**src/design/ucc_pkg.sv**
```systemverilog
// Constants and types shared by the universal counter control block.
// Assumes a single 25 MHz clock; every slower rate is an enable pulse.
package ucc_pkg;
    localparam int CLK_HZ = 25000000;
    localparam int DIGITS = 8;
    localparam int DIGIT_ON_NS = 244000;
    localparam int GAP_NS = 6000;
    localparam int DIGIT_ON_CYC = (DIGIT_ON_NS / 1000) * (CLK_HZ / 1000000);
    localparam int GAP_CYC = (GAP_NS / 1000) * (CLK_HZ / 1000000);
    localparam int REF_HZ = 100;
    localparam int REF_CYC = CLK_HZ / REF_HZ;
    localparam int PAUSE_MS = 200;
    localparam int PAUSE_CYC = (CLK_HZ / 1000) * PAUSE_MS;
    localparam int EXT_MIN_HZ = 100000;
    localparam int EXT_MIN_CYC = CLK_HZ / EXT_MIN_HZ;
    // Digit strobe that selects each option
    localparam int FN_FREQ_DIG = 0;
    localparam int FN_PERIOD_DIG = 7;
    localparam int FN_RATIO_DIG = 1;
    localparam int FN_INTERVAL_DIG = 4;
    localparam int FN_UNIT_DIG = 3;
    localparam int FN_OSC_DIG = 2;
    localparam int RNG_EXT_DIG = 4;
    localparam int CTL_OFF_DIG = 3;
    localparam int CTL_DTEST_DIG = 7;
    localparam int CTL_MHZ1_DIG = 1;
    localparam int CTL_EXTOSC_DIG = 0;
    localparam int CTL_EXTDP_DIG = 2;
    localparam int CTL_TEST_DIG = 4;
    localparam int OVF_DIG = 7;
    localparam logic [10:0] TEST_REF_STEP = 11'h064;
    typedef enum {FN_FREQ, FN_PERIOD, FN_RATIO, FN_INTERVAL, FN_UNIT, FN_OSC} func_t;
    typedef enum {ST_READY, ST_MEAS, ST_PAUSE} meas_state_t;
endpackage

```
**src/design/scan_if.sv**
```systemverilog
// Display scan position passed from the scanner to the control logic.
// Assumes both ends share clk.
`timescale 1ns/100ps
interface scan_if;
    logic [2:0] digit;
    logic active;
    logic sample;
    modport scanner (output digit, output active, output sample);
    modport user (input digit, input active, input sample);
endinterface

```
**src/design/bcd_chain.sv**
```systemverilog
// Chain of BCD decades for the main counter, with split test grouping.
// Assumes clr and inc are synchronous to clk.
`timescale 1ns/100ps
module bcd_chain #(
    parameter int NDEC = ucc_pkg::DIGITS
) (
    input wire logic clk,
    input wire logic arst_n,
    input wire logic clr,
    input wire logic inc,
    input wire logic split,
    output logic [4*NDEC-1:0] value,
    output logic carry
);
    logic [NDEC-1:0] step;
    genvar i;
    generate
        for (i = 0; i < NDEC; i++)
        begin : g_dec
            logic [3:0] dec_r;
            if (i == 0)
                assign step[i] = inc;
            else if (i % 2 == 0)
                assign step[i] = split ? inc : (step[i-1] && value[4*i-1 -: 4] == 4'h9);
            else
                assign step[i] = step[i-1] && value[4*i-1 -: 4] == 4'h9;
            always_ff @(posedge clk or negedge arst_n)
            begin
                if (!arst_n)
                    dec_r <= 4'h0;
                else if (clr)
                    dec_r <= 4'h0;
                else if (step[i])
                    dec_r <= (dec_r == 4'h9) ? 4'h0 : dec_r + 4'h1;
            end
            assign value[4*i+3 -: 4] = dec_r;
        end
    endgenerate
    assign carry = step[NDEC-1] && value[4*NDEC-1 -: 4] == 4'h9;
endmodule

```
**src/design/display_scanner.sv**
```systemverilog
// Digit scan timer: on time, blanking gap, digit index.
// Assumes clk at the package rate.
`timescale 1ns/100ps
module display_scanner #(
    parameter int ON_CYC = ucc_pkg::DIGIT_ON_CYC,
    parameter int GAP_CYC = ucc_pkg::GAP_CYC
) (
    input wire logic clk,
    input wire logic arst_n,
    scan_if.scanner sif
);
    import ucc_pkg::*;
    localparam int SW = $clog2(ON_CYC + GAP_CYC);
    localparam logic [SW-1:0] LAST = SW'(ON_CYC + GAP_CYC - 1);
    localparam logic [SW-1:0] ON_END = SW'(ON_CYC - 1);
    logic [SW-1:0] slot_r;
    logic [2:0] digit_r;
    wire slot_end = (slot_r == LAST);

    always_ff @(posedge clk or negedge arst_n)
    begin
        if (!arst_n)
        begin
            slot_r <= '0;
            digit_r <= '0;
        end
        else
        begin
            slot_r <= slot_end ? '0 : slot_r + 1'b1;
            if (slot_end)
                digit_r <= digit_r + 1'b1;
        end
    end

    assign sif.digit = digit_r;
    assign sif.active = (slot_r <= ON_END);
    // Sampling at the close of the on time lands in the stable half
    assign sif.sample = (slot_r == ON_END);
endmodule

```
**src/design/universal_counter_control.sv**
```systemverilog
// Control, measurement and display logic of the universal counter.
// Assumes all pins synchronous to clk; the oscillator is modelled by clk.
// Contract
// - Display test lights all, display off overrides
// - D3 control with hold enters display off
// - 1MHz option keeps rates, shifts period point
// - External oscillator clocks period and interval
// - Slow external oscillator reverts to on-chip
// - External point shown, stops blanking below it
// - Test splits counter, skips reference decades
// - Range or external input ends measurement
// - Range change aborts except unit counter
// - Function routes main and reference inputs
// - A falling sets, B falling clears interval
// - Function change aborts without display update, except into unit counter or in test
// - Overflow lights point during digit seven
// - Hold stops, clears counter, keeps display
// - Unit mode hold freezes count
// - Reset acts as hold, shows zeros
// - BCD digit output unaffected by blanking
// - Scan 500Hz, 244us on, 6us gap
// - No blanking after point or on overflow
// - Point placed for kHz and microseconds
// - Count only falling edges of A, B
// - Fixed 0.2 second pause between measurements
`timescale 1ns/100ps
module universal_counter_control #(
    parameter int DIGIT_ON_CYC_P = ucc_pkg::DIGIT_ON_CYC,
    parameter int REF_CYC_P = ucc_pkg::REF_CYC,
    parameter int PAUSE_CYC_P = ucc_pkg::PAUSE_CYC
) (
    input wire logic clk,
    input wire logic arst_n,
    input wire logic input_a,
    input wire logic input_b,
    input wire logic ext_osc,
    input wire logic function_in,
    input wire logic range_in,
    input wire logic control_in,
    input wire logic ext_dp_in,
    input wire logic ext_range_in,
    input wire logic hold_in,
    input wire logic reset_in,
    output logic [7:0] digit_out,
    output logic digit_oe_n,
    output logic [7:0] seg_out,
    output logic seg_oe_n,
    output logic [3:0] bcd_out,
    output logic meas_busy,
    output logic store_out
);
    import ucc_pkg::*;

    // ****************************************
    // Scan and multiplexed input capture
    // ****************************************
    scan_if sif();
    display_scanner #(.ON_CYC(DIGIT_ON_CYC_P), .GAP_CYC(GAP_CYC)) u_scan (
        .clk(clk),
        .arst_n(arst_n),
        .sif(sif)
    );

    logic [7:0] func_sel_r, range_sel_r, ctrl_sel_r, dp_sel_r;
    logic disp_off_r;
    // Frozen while the display is off, so noise then cannot change modes
    wire take = sif.sample && !disp_off_r;

    always_ff @(posedge clk or negedge arst_n)
    begin
        if (!arst_n)
        begin
            func_sel_r <= 8'h01;
            range_sel_r <= 8'h01;
            ctrl_sel_r <= 8'h00;
            dp_sel_r <= 8'h00;
        end
        else if (take)
        begin
            func_sel_r[sif.digit] <= function_in;
            range_sel_r[sif.digit] <= range_in;
            ctrl_sel_r[sif.digit] <= control_in;
            dp_sel_r[sif.digit] <= ext_dp_in;
        end
    end

    always_ff @(posedge clk or negedge arst_n)
    begin
        if (!arst_n)
            disp_off_r <= 1'b0;
        else if (!hold_in)
            disp_off_r <= 1'b0;
        else if (take && sif.digit == 3'(CTL_OFF_DIG) && control_in)
            disp_off_r <= 1'b1;
    end

    function automatic func_t decode_func(input logic [7:0] s);
        if (s[FN_PERIOD_DIG])
            return FN_PERIOD;
        else if (s[FN_INTERVAL_DIG])
            return FN_INTERVAL;
        else if (s[FN_UNIT_DIG])
            return FN_UNIT;
        else if (s[FN_OSC_DIG])
            return FN_OSC;
        else if (s[FN_RATIO_DIG])
            return FN_RATIO;
        else
            return FN_FREQ;
    endfunction

    // Enum is two-state, so it lives in a variable rather than a net
    func_t func;
    assign func = decode_func(func_sel_r);
    wire unit_mode = (func == FN_UNIT);
    wire ext_rng_en = range_sel_r[RNG_EXT_DIG];
    wire [1:0] rng = range_sel_r[3] ? 2'd3 : range_sel_r[2] ? 2'd2 : range_sel_r[1] ? 2'd1 : 2'd0;
    wire mhz1 = ctrl_sel_r[CTL_MHZ1_DIG];
    wire ext_osc_en = ctrl_sel_r[CTL_EXTOSC_DIG];
    wire ext_dp_en = ctrl_sel_r[CTL_EXTDP_DIG];
    wire test_en = ctrl_sel_r[CTL_TEST_DIG];
    wire disp_test = ctrl_sel_r[CTL_DTEST_DIG];

    // ****************************************
    // Input edges, oscillator choice, interval gate
    // ****************************************
    localparam int AW = $clog2(EXT_MIN_CYC + 1);
    logic a_prev_r, b_prev_r, x_prev_r, rng_prev_r, interval_gate_flop_r;
    logic [AW-1:0] ext_age_r;
    wire a_fall = a_prev_r && !input_a;
    wire b_fall = b_prev_r && !input_b;
    wire x_fall = x_prev_r && !ext_osc;
    wire rng_fall = rng_prev_r && !ext_range_in;
    wire ext_ok = (ext_age_r < AW'(EXT_MIN_CYC));
    wire use_ext = ext_osc_en && ext_ok;
    // With the 1MHz option the rates still come from clk, so scan and pause match
    wire osc_evt = use_ext ? x_fall : 1'b1;
    wire gate_fall = interval_gate_flop_r && b_fall;

    always_ff @(posedge clk or negedge arst_n)
    begin
        if (!arst_n)
        begin
            a_prev_r <= 1'b0;
            b_prev_r <= 1'b0;
            x_prev_r <= 1'b0;
            rng_prev_r <= 1'b0;
            ext_age_r <= AW'(EXT_MIN_CYC);
            interval_gate_flop_r <= 1'b0;
        end
        else
        begin
            a_prev_r <= input_a;
            b_prev_r <= input_b;
            x_prev_r <= ext_osc;
            rng_prev_r <= ext_range_in;
            if (x_fall)
                ext_age_r <= '0;
            else if (ext_ok)
                ext_age_r <= ext_age_r + 1'b1;
            if (interval_gate_flop_r ? b_fall : a_fall)
                interval_gate_flop_r <= !interval_gate_flop_r;
        end
    end

    // ****************************************
    // Routing and reference counting
    // ****************************************
    localparam int RW = $clog2(REF_CYC_P);
    logic [RW-1:0] ref_div_r;
    wire tick100 = (ref_div_r == RW'(REF_CYC_P - 1));
    logic main_evt, ref_evt;

    always_comb
    begin
        main_evt = 1'b0;
        ref_evt = 1'b0;
        case (func)
            FN_FREQ:
            begin
                main_evt = a_fall;
                ref_evt = tick100;
            end
            FN_PERIOD:
            begin
                main_evt = osc_evt;
                ref_evt = a_fall;
            end
            FN_RATIO:
            begin
                main_evt = a_fall;
                ref_evt = b_fall;
            end
            FN_INTERVAL:
            begin
                main_evt = osc_evt && interval_gate_flop_r;
                ref_evt = gate_fall;
            end
            FN_OSC:
            begin
                main_evt = 1'b1;
                ref_evt = tick100;
            end
            default:
            begin
                main_evt = a_fall;
                ref_evt = 1'b0;
            end
        endcase
    end

    logic [10:0] ref_cnt_r;
    wire [10:0] ref_limit = (rng == 2'd0) ? 11'd1 : (rng == 2'd1) ? 11'd10 : (rng == 2'd2) ? 11'd100 : 11'd1000;
    // Test mode clocks the third decade directly
    wire [10:0] ref_step = test_en ? TEST_REF_STEP : 11'h001;
    wire [10:0] ref_next = ref_cnt_r + ref_step;

    // ****************************************
    // Measurement sequence
    // ****************************************
    localparam int PW = $clog2(PAUSE_CYC_P);
    meas_state_t state_r;
    logic [PW-1:0] pause_cnt_r;
    func_t func_prev_r;
    logic [4:0] rsel_prev_r;
    logic ovf_r;
    wire [4:0] rsel = {2'h0, ext_rng_en, rng};
    wire changed = (func != func_prev_r) || (!unit_mode && rsel != rsel_prev_r);
    wire stop = hold_in || reset_in || disp_off_r;
    wire ref_done = ext_rng_en ? rng_fall : (ref_evt && ref_next >= ref_limit);
    wire end_meas = !unit_mode && !stop && !changed && state_r == ST_MEAS && ref_done;
    wire pause_done = (pause_cnt_r == PW'(PAUSE_CYC_P - 1));
    // Unit mode clears only on reset; hold just freezes it
    wire main_clr = unit_mode ? reset_in : (stop || changed || end_meas);
    wire main_inc = unit_mode ? (!stop && main_evt) : (state_r == ST_MEAS && main_evt);
    wire [31:0] cnt_val;
    wire cnt_carry;

    bcd_chain #(.NDEC(DIGITS)) u_main (
        .clk(clk),
        .arst_n(arst_n),
        .clr(main_clr),
        .inc(main_inc),
        .split(test_en),
        .value(cnt_val),
        .carry(cnt_carry)
    );

    always_ff @(posedge clk or negedge arst_n)
    begin
        if (!arst_n)
        begin
            state_r <= ST_READY;
            pause_cnt_r <= '0;
            ref_cnt_r <= '0;
            ref_div_r <= '0;
            func_prev_r <= FN_FREQ;
            rsel_prev_r <= '0;
            ovf_r <= 1'b0;
        end
        else
        begin
            func_prev_r <= func;
            rsel_prev_r <= rsel;
            ref_div_r <= tick100 ? '0 : ref_div_r + 1'b1;
            ovf_r <= main_clr ? 1'b0 : (ovf_r || (main_inc && cnt_carry));
            pause_cnt_r <= (state_r == ST_PAUSE) ? pause_cnt_r + 1'b1 : '0;
            if (state_r == ST_MEAS && ref_evt)
                ref_cnt_r <= ref_next;
            if (unit_mode)
                state_r <= ST_MEAS;
            else if (stop)
            begin
                state_r <= ST_READY;
                ref_cnt_r <= '0;
            end
            else if (changed || state_r == ST_READY)
            begin
                state_r <= ST_MEAS;
                ref_cnt_r <= '0;
            end
            else if (end_meas)
                state_r <= ST_PAUSE;
            else if (state_r == ST_PAUSE && pause_done)
            begin
                state_r <= ST_MEAS;
                ref_cnt_r <= '0;
            end
        end
    end

    // ****************************************
    // Display latches
    // ****************************************
    logic [31:0] disp_val_r;
    logic disp_ovf_r, store_r;
    wire latch_cnt = end_meas || (unit_mode && !reset_in) || (test_en && !stop);

    always_ff @(posedge clk or negedge arst_n)
    begin
        if (!arst_n)
        begin
            disp_val_r <= '0;
            disp_ovf_r <= 1'b0;
            store_r <= 1'b0;
        end
        else
        begin
            store_r <= end_meas;
            if (reset_in)
            begin
                disp_val_r <= '0;
                disp_ovf_r <= 1'b0;
            end
            else if (latch_cnt)
            begin
                disp_val_r <= cnt_val;
                disp_ovf_r <= ovf_r || (main_inc && cnt_carry);
            end
        end
    end

    // ****************************************
    // Decimal point, blanking, segment drive
    // ****************************************
    function automatic logic [6:0] seg7(input logic [3:0] v);
        case (v)
            4'h0: return 7'h3F;
            4'h1: return 7'h06;
            4'h2: return 7'h5B;
            4'h3: return 7'h4F;
            4'h4: return 7'h66;
            4'h5: return 7'h6D;
            4'h6: return 7'h7D;
            4'h7: return 7'h07;
            4'h8: return 7'h7F;
            4'h9: return 7'h6F;
            default: return 7'h00;
        endcase
    endfunction

    // Frequency in kHz, time in microseconds, ratio per reference count
    wire time_fn = (func == FN_PERIOD || func == FN_INTERVAL);
    wire [2:0] int_dp = time_fn ? 3'(rng) + {2'b00, !mhz1} : (func == FN_RATIO) ? 3'(rng) : 3'(rng) + 3'd1;
    wire int_dp_on = !unit_mode && !(func == FN_RATIO && rng == 2'd0) && !(time_fn && mhz1 && rng == 2'd0);
    wire [2:0] ext_dp = dp_sel_r[6] ? 3'd6 : dp_sel_r[5] ? 3'd5 : dp_sel_r[4] ? 3'd4 : dp_sel_r[3] ? 3'd3 :
        dp_sel_r[2] ? 3'd2 : dp_sel_r[1] ? 3'd1 : 3'd0;
    wire [2:0] keep_pos = ext_dp_en ? ext_dp : (int_dp_on ? int_dp : 3'd0);
    wire [7:0] blank_vec;
    genvar g;
    generate
        for (g = 0; g < DIGITS; g++)
        begin : g_blank
            wire hi_blank;
            if (g == DIGITS - 1)
                assign hi_blank = 1'b1;
            else
                assign hi_blank = blank_vec[g+1];
            assign blank_vec[g] = hi_blank && disp_val_r[4*g+3 -: 4] == 4'h0 && 3'(g) > keep_pos && !disp_ovf_r;
        end
    endgenerate

    wire [2:0] d = sif.digit;
    wire [3:0] nib = disp_val_r[4*d +: 4];
    wire dp_here = (ext_dp_en ? dp_sel_r[d] : (int_dp_on && d == int_dp)) || (d == 3'(OVF_DIG) && disp_ovf_r);
    wire [7:0] seg_nxt = !sif.active ? 8'h00 : disp_test ? 8'hFF : blank_vec[d] ? 8'h00 : {dp_here, seg7(nib)};
    wire [7:0] dig_nxt = sif.active ? 8'(1 << d) : 8'h00;

    always_ff @(posedge clk or negedge arst_n)
    begin
        if (!arst_n)
        begin
            digit_out <= 8'h00;
            seg_out <= 8'h00;
            bcd_out <= 4'h0;
            digit_oe_n <= 1'b1;
            seg_oe_n <= 1'b1;
            meas_busy <= 1'b0;
            store_out <= 1'b0;
        end
        else
        begin
            digit_out <= dig_nxt;
            seg_out <= disp_off_r ? 8'h00 : seg_nxt;
            bcd_out <= nib;
            digit_oe_n <= disp_off_r;
            seg_oe_n <= disp_off_r;
            meas_busy <= (state_r == ST_MEAS) && !stop;
            store_out <= store_r;
        end
    end

    // ****************************************
    // Checks
    // ****************************************
    property p_off_float;
        @(posedge clk) disable iff (!arst_n) disp_off_r |=> digit_oe_n && seg_oe_n;
    endproperty
    a_off_float: assert property (p_off_float) else $error("drivers not floated in display off");

    property p_test_lit;
        @(posedge clk) disable iff (!arst_n) disp_test && !disp_off_r && sif.active |=> seg_out == 8'hFF;
    endproperty
    a_test_lit: assert property (p_test_lit) else $error("display test not all lit");

    property p_hold_clear;
        @(posedge clk) disable iff (!arst_n) hold_in && !unit_mode |=> cnt_val == 32'h0000_0000 && !meas_busy;
    endproperty
    a_hold_clear: assert property (p_hold_clear) else $error("hold did not clear count");

    property p_unit_freeze;
        @(posedge clk) disable iff (!arst_n)
            (unit_mode && hold_in && !reset_in) ##1 (unit_mode && hold_in && !reset_in) |-> $stable(cnt_val);
    endproperty
    a_unit_freeze: assert property (p_unit_freeze) else $error("unit count moved under hold");

    property p_reset_zero;
        @(posedge clk) disable iff (!arst_n) reset_in |=> disp_val_r == 32'h0000_0000 ##1 bcd_out == 4'h0;
    endproperty
    a_reset_zero: assert property (p_reset_zero) else $error("reset did not show zeros");

    property p_change_abort;
        @(posedge clk) disable iff (!arst_n)
            func != func_prev_r && !test_en && !reset_in && func != FN_UNIT |=> $stable(disp_val_r) && !store_r;
    endproperty
    a_change_abort: assert property (p_change_abort) else $error("function change updated display");

    property p_ovf_point;
        @(posedge clk) disable iff (!arst_n)
            disp_ovf_r && sif.active && d == 3'(OVF_DIG) && !disp_off_r |=> seg_out[7];
    endproperty
    a_ovf_point: assert property (p_ovf_point) else $error("overflow point missing");

    property p_pause_stay;
        @(posedge clk) disable iff (!arst_n)
            state_r == ST_PAUSE && !pause_done && !stop && !changed && !unit_mode |=> state_r == ST_PAUSE;
    endproperty
    a_pause_stay: assert property (p_pause_stay) else $error("pause ended early");

    property p_gate_set;
        @(posedge clk) disable iff (!arst_n) !interval_gate_flop_r && a_fall |=> interval_gate_flop_r;
    endproperty
    a_gate_set: assert property (p_gate_set) else $error("interval gate not set by A");

    property p_store_latch;
        @(posedge clk) disable iff (!arst_n) end_meas |=> disp_val_r == $past(cnt_val) ##1 store_out;
    endproperty
    a_store_latch: assert property (p_store_latch) else $error("end of measurement not stored");
endmodule

```
**config.mk**
```make
export PLATFORM = sky130hd
export DESIGN_NAME = universal_counter_control
export DESIGN_NICKNAME = d
export VERILOG_FILES = /design/src/design/ucc_pkg.sv /design/src/design/scan_if.sv /design/src/design/bcd_chain.sv /design/src/design/display_scanner.sv /design/src/design/universal_counter_control.sv
export SDC_FILE = /design/constraint.sdc
export NUM_CORES = 1
export LEC_CHECK = 0
export ABC_AREA = 1
export BUFFER_PORTS_ARGS = -buffer_cell sky130_fd_sc_hd__buf_2
export CAP_MARGIN = 10
export CELL_PAD_IN_SITES_DETAIL_PLACEMENT = 2
export CELL_PAD_IN_SITES_GLOBAL_PLACEMENT = 2
export CORE_ASPECT_RATIO = 0.8
export CORE_MARGIN = 4
export CORE_UTILIZATION = 25
export CTS_CLUSTER_DIAMETER = 40
export DETAILED_ROUTE_END_ITERATION = 8
export GPL_ROUTABILITY_DRIVEN = 0
export HOLD_SLACK_MARGIN = 0.03
export PLACE_DENSITY_LB_ADDON = 0.1
export SYNTH_ARGS = -nofsm -noshare
export SYNTH_HDL_FRONTEND = slang
export SYNTH_SLANG_ARGS = --single-unit
```
**constraint.sdc**
```tcl
create_clock -name clk -period 3.8 [get_ports clk]
set_input_delay 0.38 -clock clk [delete_from_list [all_inputs] [get_ports clk]]
set_output_delay 0.38 -clock clk [all_outputs]
set_load 0.005 [all_outputs]
```
**Word level (Yosys, flattened, before mapping)**

Memories as Yosys holds them, arrays and structs flattened.
Cells that the tools add are included.

- Add/subtract/negate cells: 16
- $lt $le $gt $ge: 13
- Equality and inequality tests: 30
- Shift operators: 2
- Mux-type cells: 95
- Reductions and logical operators: 111

Operator list:

| kind | number |
|---|---|
| 32-bit 2-to-1 mux | 7 |
| 32-bit by 2-bit equality test with 1-bit output (second input constant) | 4 |
| 32-bit by 3-bit equality test with 1-bit output (second input constant) | 4 |
| 4-bit 2-to-1 mux | 24 |
| 11-bit 2-to-1 mux | 6 |
| 32-bit zero test | 2 |
| 1-bit logical AND | 63 |
| 8-bit 2-to-1 mux | 7 |
| 3-bit 2-to-1 mux | 11 |
| 4-bit by 1-bit adder with 4-bit output (second input constant) | 8 |
| 8-bit bitwise mux | 4 |
| 32-bit by 1-bit equality test with 1-bit output (second input constant) | 1 |
| 32-bit by 4-bit equality test with 1-bit output (second input constant) | 1 |
| 4-bit equality test (second input constant) | 8 |
| 4-bit zero test | 8 |
| 32-bit != test | 1 |
| 32-bit by 6-bit variable part select with 4-bit output | 1 |
| 10-bit 2-to-1 mux | 3 |
| 13-bit equality test (second input constant) | 2 |
| 23-bit by 1-bit adder with 23-bit output (second input constant) | 1 |
| 23-bit equality test (second input constant) | 1 |
| 23-bit 2-to-1 mux | 1 |
| 2-bit nonzero test | 10 |
| 1-bit 2-to-1 mux | 19 |
| 37 further kinds | 70 |

- Bits in registers: 271
- ROM bits: 112
- Output and inout bits: 24
- Logic and storage cells: 305
- Memories: 1

Memories:

| name | depth | width | read ports | clocked after Yosys merged registers in | write ports | RTL line | source |
|---|---|---|---|---|---|---|---|
| (name not given) | 16 | 7 | 1 | 0 | 0 | universal_counter_control.sv:327 | `case (v)` |

**Depth between registers and ports, before layout**

Gate-level depths: netlist of the first run.

- Word-level depth: 43
- Mapped depth: 26
- Gate-level depth less buffers: 25

**Cells and area by module**

A second synthesis of the first run with hierarchy kept.

- Cell total of the unflattened synthesis: 1471
- Area total of the unflattened synthesis: 11394.7 µm²

Modules (own cells, without submodules):

| module | instances | cells an instance | area each (µm²) |
|---|---|---|---|
| universal_counter_control | 1 | 1077 | 8394.3 |
| bcd_chain | 1 | 240 | 1971.9 |
| display_scanner | 1 | 154 | 1028.5 |

**Worst setup path before layout of the first run**

No wires, ideal clock.

- Kind: register to register
- Start point: register ctrl_sel_r[4]
- End point: register disp_val_r[28]
- Library setup time: 0.117 ns
- Arrival time: 2.906 ns
- Data required time: 3.683 ns
- Slack: 0.778 ns
- Stages on the path, launching flop included: 25
- Buffers on the path: 1
- Clock period less this slack: 3.022 ns
- Cell sequence: dfrtp_1 -> inv_1 -> ha_1 -> ha_1 -> nand3_1 -> nand2_1 -> nand3_1 -> nand2_1 -> nand2_1 -> xor2_1 -> inv_1 -> ha_1 -> a21oi_1 -> o211ai_1 -> nor2_1 -> nand3_1 -> nand2_1 -> nand2_1 -> nand2_2 -> nand2_2 -> nand2_4 -> clkinv_2 -> buf_6 -> nand2_1 -> nand2_1

- Longest elaborated chain between the ends: 9

Ends and longest elaborated chain:

| element | RTL line | source |
|---|---|---|
| from (decl) | universal_counter_control.sv:64 | `logic [7:0] func_sel_r, range_sel_r, ctrl_sel_r, dp_sel_r;` |
| from (signal, indexed assignment) | universal_counter_control.sv:82 | `ctrl_sel_r[sif.digit] <= control_in;` |
| 7-bit 2-to-1 mux | universal_counter_control.sv:215 | `wire [10:0] ref_step = test_en ? TEST_REF_STEP : 11'h001;` |
| 11-bit by 7-bit adder with 11-bit output | universal_counter_control.sv:216 | `wire [10:0] ref_next = ref_cnt_r + ref_step;` |
| 11-bit by 10-bit greater-or-equal comparator with 1-bit output | universal_counter_control.sv:230 | `wire ref_done = ext_rng_en ? rng_fall : (ref_evt && ref_next >= ref_limit);` |
| 1-bit logical AND | universal_counter_control.sv:230 |  |
| 1-bit 2-to-1 mux | universal_counter_control.sv:230 |  |
| 1-bit logical AND | universal_counter_control.sv:231 | `wire end_meas = !unit_mode && !stop && !changed && state_r == ST_MEAS && ref_done;` |
| 1-bit logical OR | universal_counter_control.sv:297 | `wire latch_cnt = end_meas \|\| (unit_mode && !reset_in) \|\| (test_en && !stop);` |
| 1-bit logical OR (*) | universal_counter_control.sv:297 |  |
| 2-bit nonzero test (no line) (*) | -- |  |
| to (signal assigned) | universal_counter_control.sv:317 | `disp_val_r <= cnt_val;` |
| to (decl) | universal_counter_control.sv:295 | `logic [31:0] disp_val_r;` |

Mark *: on every way between the ends. The rest lies on a longest branch, timed or not.
A chain may end at the register's enable or synchronous reset.

**Worst setup path after layout of the first run**

- Start point: register ctrl_sel_r[4]
- End point: register disp_val_r[27]

Same word-level chain as after synthesis.

==> results.cfg, run 1 <==
[cts]
clk_latency_ns = 0.57
cts-root-buf = clkbuf_16
htree_levels = 2
clk_pin_slew_ns = 0.04
clock_path_buffers = 3
numCtsBuffers = 45
cts_tree = done
clock-sinks = 202

[drt]
drc = 0
drtIter0Drc = 404
drt_pass1_iterations = 4
viasPerCell = 4.64
antenna_left = 0
num_vias = 9438
post_drt_wl_per_cell_um = 17.3
drt-total-wl_mm = 35.1

[power_and_ir_drop]
powerDensity_mw_per_mm2 = 469
ir_drop_mv = 0.269
p_leak_nw = 6.46

[grt]
gr-total-overflow = 0
gr-usage-all-layers = 0.151
antenna_found_initial = 0
grt_pass1_vias = 10414
grt_max_degree = 73
grt_pass1_wl_mm = 58.5

[floorplan]
dieWidth_um = 243
floorplan.core_area_mm2 = 0.0433
io_pins = 36
fp.dieH_um = 196
dieArea_mm2 = 0.0475
fp-row-count = 68
start_util = 0.254

[timing]
setup_viol = 0
whs_ns = 0.0845
period_minus_slack_ns = 3.44
fmax_ghz = 0.291
relSlewSlack = 0.591
timing_worst_slew_pin_value_ns = 0.607
setup_tns_ns = 0
hold_viol = 0
slew_violations = 0
fin_worst_skew_ns = 0.0318
rsz0062_at_grt = yes
period_share = 0.904

[min_path]
hold_start = hold_in
holdPathStages = 3
holdPathEnd = disp_off_r
hold_path.class = input port to flip-flop

[yosys]
synth_top_area_frac = 0.443
ys_ff_latch = 202
synth.yosys.warnings = 0
synth_area_leader_cell = dfrtp_1
avgSynthCellArea_um2 = 8.12
synth_area_mm2 = 0.0110
synth_most_common_cell = nand2_1
ys.flop_type = dfrtp_1
synth_edf_count = 0
synth_commonest_cells = nand2_1, inv_1, dfrtp_1
synthCells = 1355
async_flop_share = 1.00
synth_area_leaders = dfrtp_1, nand2_1, inv_1
syn_nets = 1420
ys_types = 57
synth-seq-area-share = 0.460

[cells_and_area]
antenna_cells = 0
drive_gt1_frac = 0.128
area.growth.synth_to_final_pct = 22.5
nets = 1502

[setup_path]
startpoint_type = flip-flop
critPathRequiredTime_ns = 4.23
end_kind = flip-flop
critPathKind = flip-flop to flip-flop
worstPathMaxFanout = 16
r2r_start = ctrl_sel_r[4]
r2r_cells = 22
cp.arrival_ns = 3.86
rrSetupSlack_ns = 0.36
r2r-end = disp_val_r[27]

[placed_design]
io_buffer_count = 35
dp.final_hpwl_mm = 26.1

[run]
drv_cap = 0

[run_status]
status = completed
## registers in the layout (all words and copies together) (netlist names), 3 cells and up
name and flops:
ref_div_r 18, ctrl_sel_r 5, ext_age_r 8, bcd_out 4, range_sel_r 4, u_scan.sif.digit 3, ref_cnt_r 11, pause_cnt_r 23
u_main.g_dec.dec_r 32, disp_val_r 32, func_sel_r 5, dp_sel_r 8, func_prev_r 3, seg_out 8, u_scan.slot_r 13, digit_out 8
rsel_prev_r 3
## cells in the final DEF (no fill, tap or decap), types with 6 or more instances in the layout
master / n
clkbuf_1: 6
nor2_1: 151
clkinvlp_4: 6
nand2_1: 281
nand2_2: 6
or2_2: 6
buf_2: 34
nor3_1: 31
dfrtp_1: 194
dfstp_2: 7
ha_1: 53
clkinv_2: 13
nand3_1: 85
xor2_1: 28
a221oi_1: 8
buf_4: 9
a21oi_1: 76
nand4_1: 25
xnor2_1: 10
clkbuf_16: 46
o21ai_2: 20
o21ai_1: 6
o21ai_0: 66
inv_1: 202
nor4_1: 14
## layer usage
metal,wire length (um),GRT usage
met5,0,0
met4,592,0.0417
met3,1250,0.0286
met2,14500,0.223
met1,18800,0.226
## metrics by stage
stage / utilization / area (um2) / power, mW / worst slack, ns / std cells
floorplan: - / 11000 / 2.34 / 0.778 / 1355
global placement: 0.275 / 11900 / 2.44 / 0.255 / 1945
detailed placement: 0.275 / 11900 / 2.44 / 0.112 / 1945
CTS: 0.311 / 13500 / 6.48 / 0.0849 / 2033
global route: 0.311 / 13500 / 6.63 / -0.0236 / 2033
finish: 0.311 / 13500 / 6.32 / 0.364 / 2033
## worst max-delay path, cell delays in order (launching register included)
cell	delay, ns
dfrtp_2	0.47
inv_1	0.11
ha_1	0.18
ha_1	0.23
nand3_1	0.09
nand2_1	0.11
nand3_1	0.08
nand2_1	0.10
nand2_1	0.08
xor2_1	0.13
inv_1	0.07
ha_1	0.31
a21oi_1	0.17
o211ai_1	0.10
nor2_1	0.11
nand3_1	0.08
nand2_1	0.07
nand2_1	0.06
nand2_2	0.14
nand2_2	0.12
nand2_4	0.16
buf_6	0.25
o21ai_2	0.07
## how the worst max path moves through the flow
| stage | depth (start not counted) | from | to | slack (ns) |
|---|---|---|---|---|
| global placement | 22 | ctrl_sel_r[4] | disp_val_r[25] | 0.25 |
| floorplan | 24 | ctrl_sel_r[4] | disp_val_r[28] | 0.78 |
| finish | 22 | ctrl_sel_r[4] | disp_val_r[27] | 0.36 |
| detailed placement | 22 | ctrl_sel_r[4] | disp_val_r[21] | 0.11 |
| CTS | 22 | ctrl_sel_r[4] | disp_val_r[27] | 0.08 |
| global route | 24 | ctrl_sel_r[4] | u_main.g_dec[3].dec_r[0] | -0.02 |
## where the power goes
| group | internal [mW] | leakage, nW | total [mW] | switching (mW) |
|---|---|---|---|---|
| registers | 2.19 | 2.58 | 2.21 | 0.0216 |
| logic | 0.0504 | 3.15 | 0.194 | 0.143 |
| clock network | 2.58 | 0.739 | 3.92 | 1.34 |
## cells by family after synthesis
logic type               Yosys count  synth area share
AO/OA/AOI/OAI                    215             0.119
XOR/XNOR                          38            0.0302
adder cells (fa/ha/maj)           53            0.0602
buffers and inverters            226            0.0811
flip-flops                       202             0.460
multiplexers                       1           0.00102
AND/OR/NAND/NOR                  620             0.249
## area by class of cell
class | instances | area [um2]
Multi-Input combinational cell | 927 | 5050
Sequential cell | 202 | 5060
Tap cell | 560 | 701
Fill cell | 4910 | 29800
Clock buffer | 57 | 1240
Timing Repair Buffer | 52 | 354
Inverter | 209 | 792
Clock inverter | 26 | 275
## what timing repair did
item                                    4_1_cts  5_1_grt
hold buffers                                  5        0
buffers inserted                              0        0
resized for setup                             0        5
endpoints found under the setup margin        0       59
endpoints found under the hold margin        63        0
Power figures use the tool's default switching activity.
==> run 2: changes to the inputs <==
--- a/config.mk
+++ b/config.mk
@@ -18,6 +18,7 @@
 export GPL_ROUTABILITY_DRIVEN = 0
 export HOLD_SLACK_MARGIN = 0.03
 export PLACE_DENSITY_LB_ADDON = 0.1
+export RECOVER_POWER = 25
 export SYNTH_ARGS = -nofsm -noshare
 export SYNTH_HDL_FRONTEND = slang
 export SYNTH_SLANG_ARGS = --single-unit
==> constraint.sdc (replaced) <==
create_clock -name clk -period 3.8 [get_ports clk]
set_input_delay 0.19 -clock clk [delete_from_list [all_inputs] [get_ports clk]]
set_output_delay 0.19 -clock clk [all_outputs]
set_load 0.05 [all_outputs]
==> results.cfg, run 2 (synthesis gave the netlist of run 1 again) <==
[setup_path]
cpLargestDelayFamily = simple AND/OR/NAND/NOR gates
critPathKind = flip-flop to flip-flop
end_kind = flip-flop
cp_cell_sequence = inv_1 > ha_1 > ha_1 > nand3_1 > nand2_1 > nand3_1 > nand2_1 > nand2_1 > xor2_1 > inv_1 > ha_1 > a21oi_1 > o211ai_1 > nor2_1 > nand3_1 > nand2_1 > nand2_1 > nand2_2 > nand2_1 > nand2_2 > buf_4 > nand3_1 > nand2_1
startpoint_type = flip-flop
slowest_delay_ns = 0.47
worst-path-buf-inv = 3
cp.arrival_ns = 3.94
critPathRequiredTime_ns = 4.29
worstPathMaxFanout = 15
cp_common_cell = nand2_1
crit_path_top_delay_cell = dfrtp_2

[run]
drv_cap = 2

[cts]
clk_latency_ns = 0.55
cts-root-buf = clkbuf_16
numCtsBuffers = 44
cts_tree = done
clk_pin_slew_ns = 0.05
post_cts_buffers = 0
clock-sinks = 202
clock_path_buffers = 3
htree_levels = 2

[cells_and_area]
seq_area_mm2 = 0.00506
layout_common_cells = nand2_1, inv_1, dfrtp_1
final_common_cell = nand2_1
fillers = 4922
top_regs = disp_val_r (32), u_main.g_dec.dec_r (32), pause_cnt_r (23)
nets = 1510
area.growth.synth_to_final_pct = 23.6
design_area_mm2 = 0.0136
antenna_cells = 0
multiInputGateArea_mm2 = 0.00505
drive_gt1_frac = 0.129
utilization = 0.314

[timing]
whs_ns = 0.111
hold_viol = 0
period_share = 0.909
slew_violations = 134
fmax_ghz = 0.290
setup_tns_ns = 0
rsz0062_at_grt = no
timing_worst_slew_pin_value_ns = 1.90
fin_worst_skew_ns = 0.0291
period_minus_slack_ns = 3.45
setup_viol = 0
relSlewSlack = -0.269
setup_slack_ns = 0.346

[power_and_ir_drop]
powerDensity_mw_per_mm2 = 482
p_leak_nw = 6.49
ir_drop_mv = 0.303

[drt]
drc = 0
viasPerCell = 4.64
drt-total-wl_mm = 34.9
drtIter0Drc = 355
post_drt_wl_per_cell_um = 17.1
antenna_left = 0
num_vias = 9459
drt_pass1_iterations = 4

[run_status]
status = finished with violations
violations = capacitance limit, slew limit

[min_path]
hold_path.class = input port to flip-flop

[grt]
gr-total-overflow = 0
gr-usage-all-layers = 0.150
grt_pass1_vias = 10260
antenna_found_initial = 0
grt_max_degree = 72
grt_pass1_wl_mm = 57.7

[placed_design]
io_buffer_count = 35
place_area_mm2 = 0.0119
pre_cts_ws_ns = 0.235
dp.final_hpwl_mm = 25.9

[floorplan]
dieWidth_um = 243
io_pins = 36
fp.dieH_um = 196
floorplan.core_area_mm2 = 0.0433
start_util = 0.254
fp-row-count = 68
dieArea_mm2 = 0.0475
run 2: cell types whose count changed in the layout (fill, tap and decap cells not counted), sizes merged:
| cell | delta |
|---|---|
| clkinvlp | +3 |
| buf | -4 |
| dlygate4sd3 | +5 |
| bufinv | +4 |
| clkbuf | +1 |
| clkinv | -3 |
run 2: final cells by class:
cell class,instances,share of cell area
flip-flops and latches,202,0.372
clock inverters,29,0.0289
clock buffers,51,0.0881
inverters,209,0.0582
repair inverters,1,0.000552
well taps,560,0.0515
multi-input cells,927,0.372
repair buffers,60,0.0289
run 2: power breakdown:
| group | total (mW) | internal [mW] | leakage [nW] | switching (mW) |
|---|---|---|---|---|
| logic | 0.197 | 0.0516 | 3.15 | 0.145 |
| registers | 2.21 | 2.19 | 2.58 | 0.0228 |
| clock network | 4.15 | 2.81 | 0.764 | 1.34 |
run 2: path summary, 6_finish.rpt:
path                                from                  endpoint  slack [ns]  cells after the start
max                        ctrl_sel_r[4]  u_main.g_dec[0].dec_r[1]        0.35                     23
min                             reset_in             disp_val_r[1]        0.11                      4
max reg2reg                ctrl_sel_r[4]  u_main.g_dec[0].dec_r[1]        0.35                     23
min reg2reg                      store_r                 store_out        0.35                      0
max in group asynchronous         arst_n  u_main.g_dec[5].dec_r[3]        0.70                      3
min in group asynchronous         arst_n              ref_div_r[7]        0.69                      2
run 2: what timing repair did:
item                                    in CTS  in global routing
endpoints found under the setup margin       0                 59
resized for setup                            0                  6
hold buffers                                10                  0
hold endpoints to repair                    83                  0
run 2: metrics by stage:
stage	power (mW)	std cells
after global placement	2.44	1948
after CTS	6.71	2038
after detailed placement	2.44	1948
after floorplan	2.34	1355
final	6.56	2039
after global routing	6.86	2039
run 2: worst register-to-register path: stages, from the launching register on:
cell      delay [ns]
dfrtp_2         0.47
inv_1           0.10
ha_1            0.17
ha_1            0.23
nand3_1         0.09
nand2_1         0.10
nand3_1         0.07
nand2_1         0.10
nand2_1         0.07
xor2_1          0.13
inv_1           0.07
ha_1            0.31
a21oi_1         0.17
o211ai_1        0.10
nor2_1          0.12
nand3_1         0.08
nand2_1         0.06
nand2_1         0.07
nand2_2         0.16
nand2_1         0.09
nand2_2         0.18
buf_4           0.25
nand3_1         0.11
nand2_1         0.08
run 2: layer usage:
layer | GRT usage | routed length, um | vias up | part of all wire
met5 | 0 | 0 | - | 0
li1 | - | - | 4607 | -
met2 | 0.219 | 14500 | 113 | 0.41
met3 | 0.0292 | 1520 | 45 | 0.044
met1 | 0.225 | 18200 | 4694 | 0.52
met4 | 0.0436 | 677 | 0 | 0.019
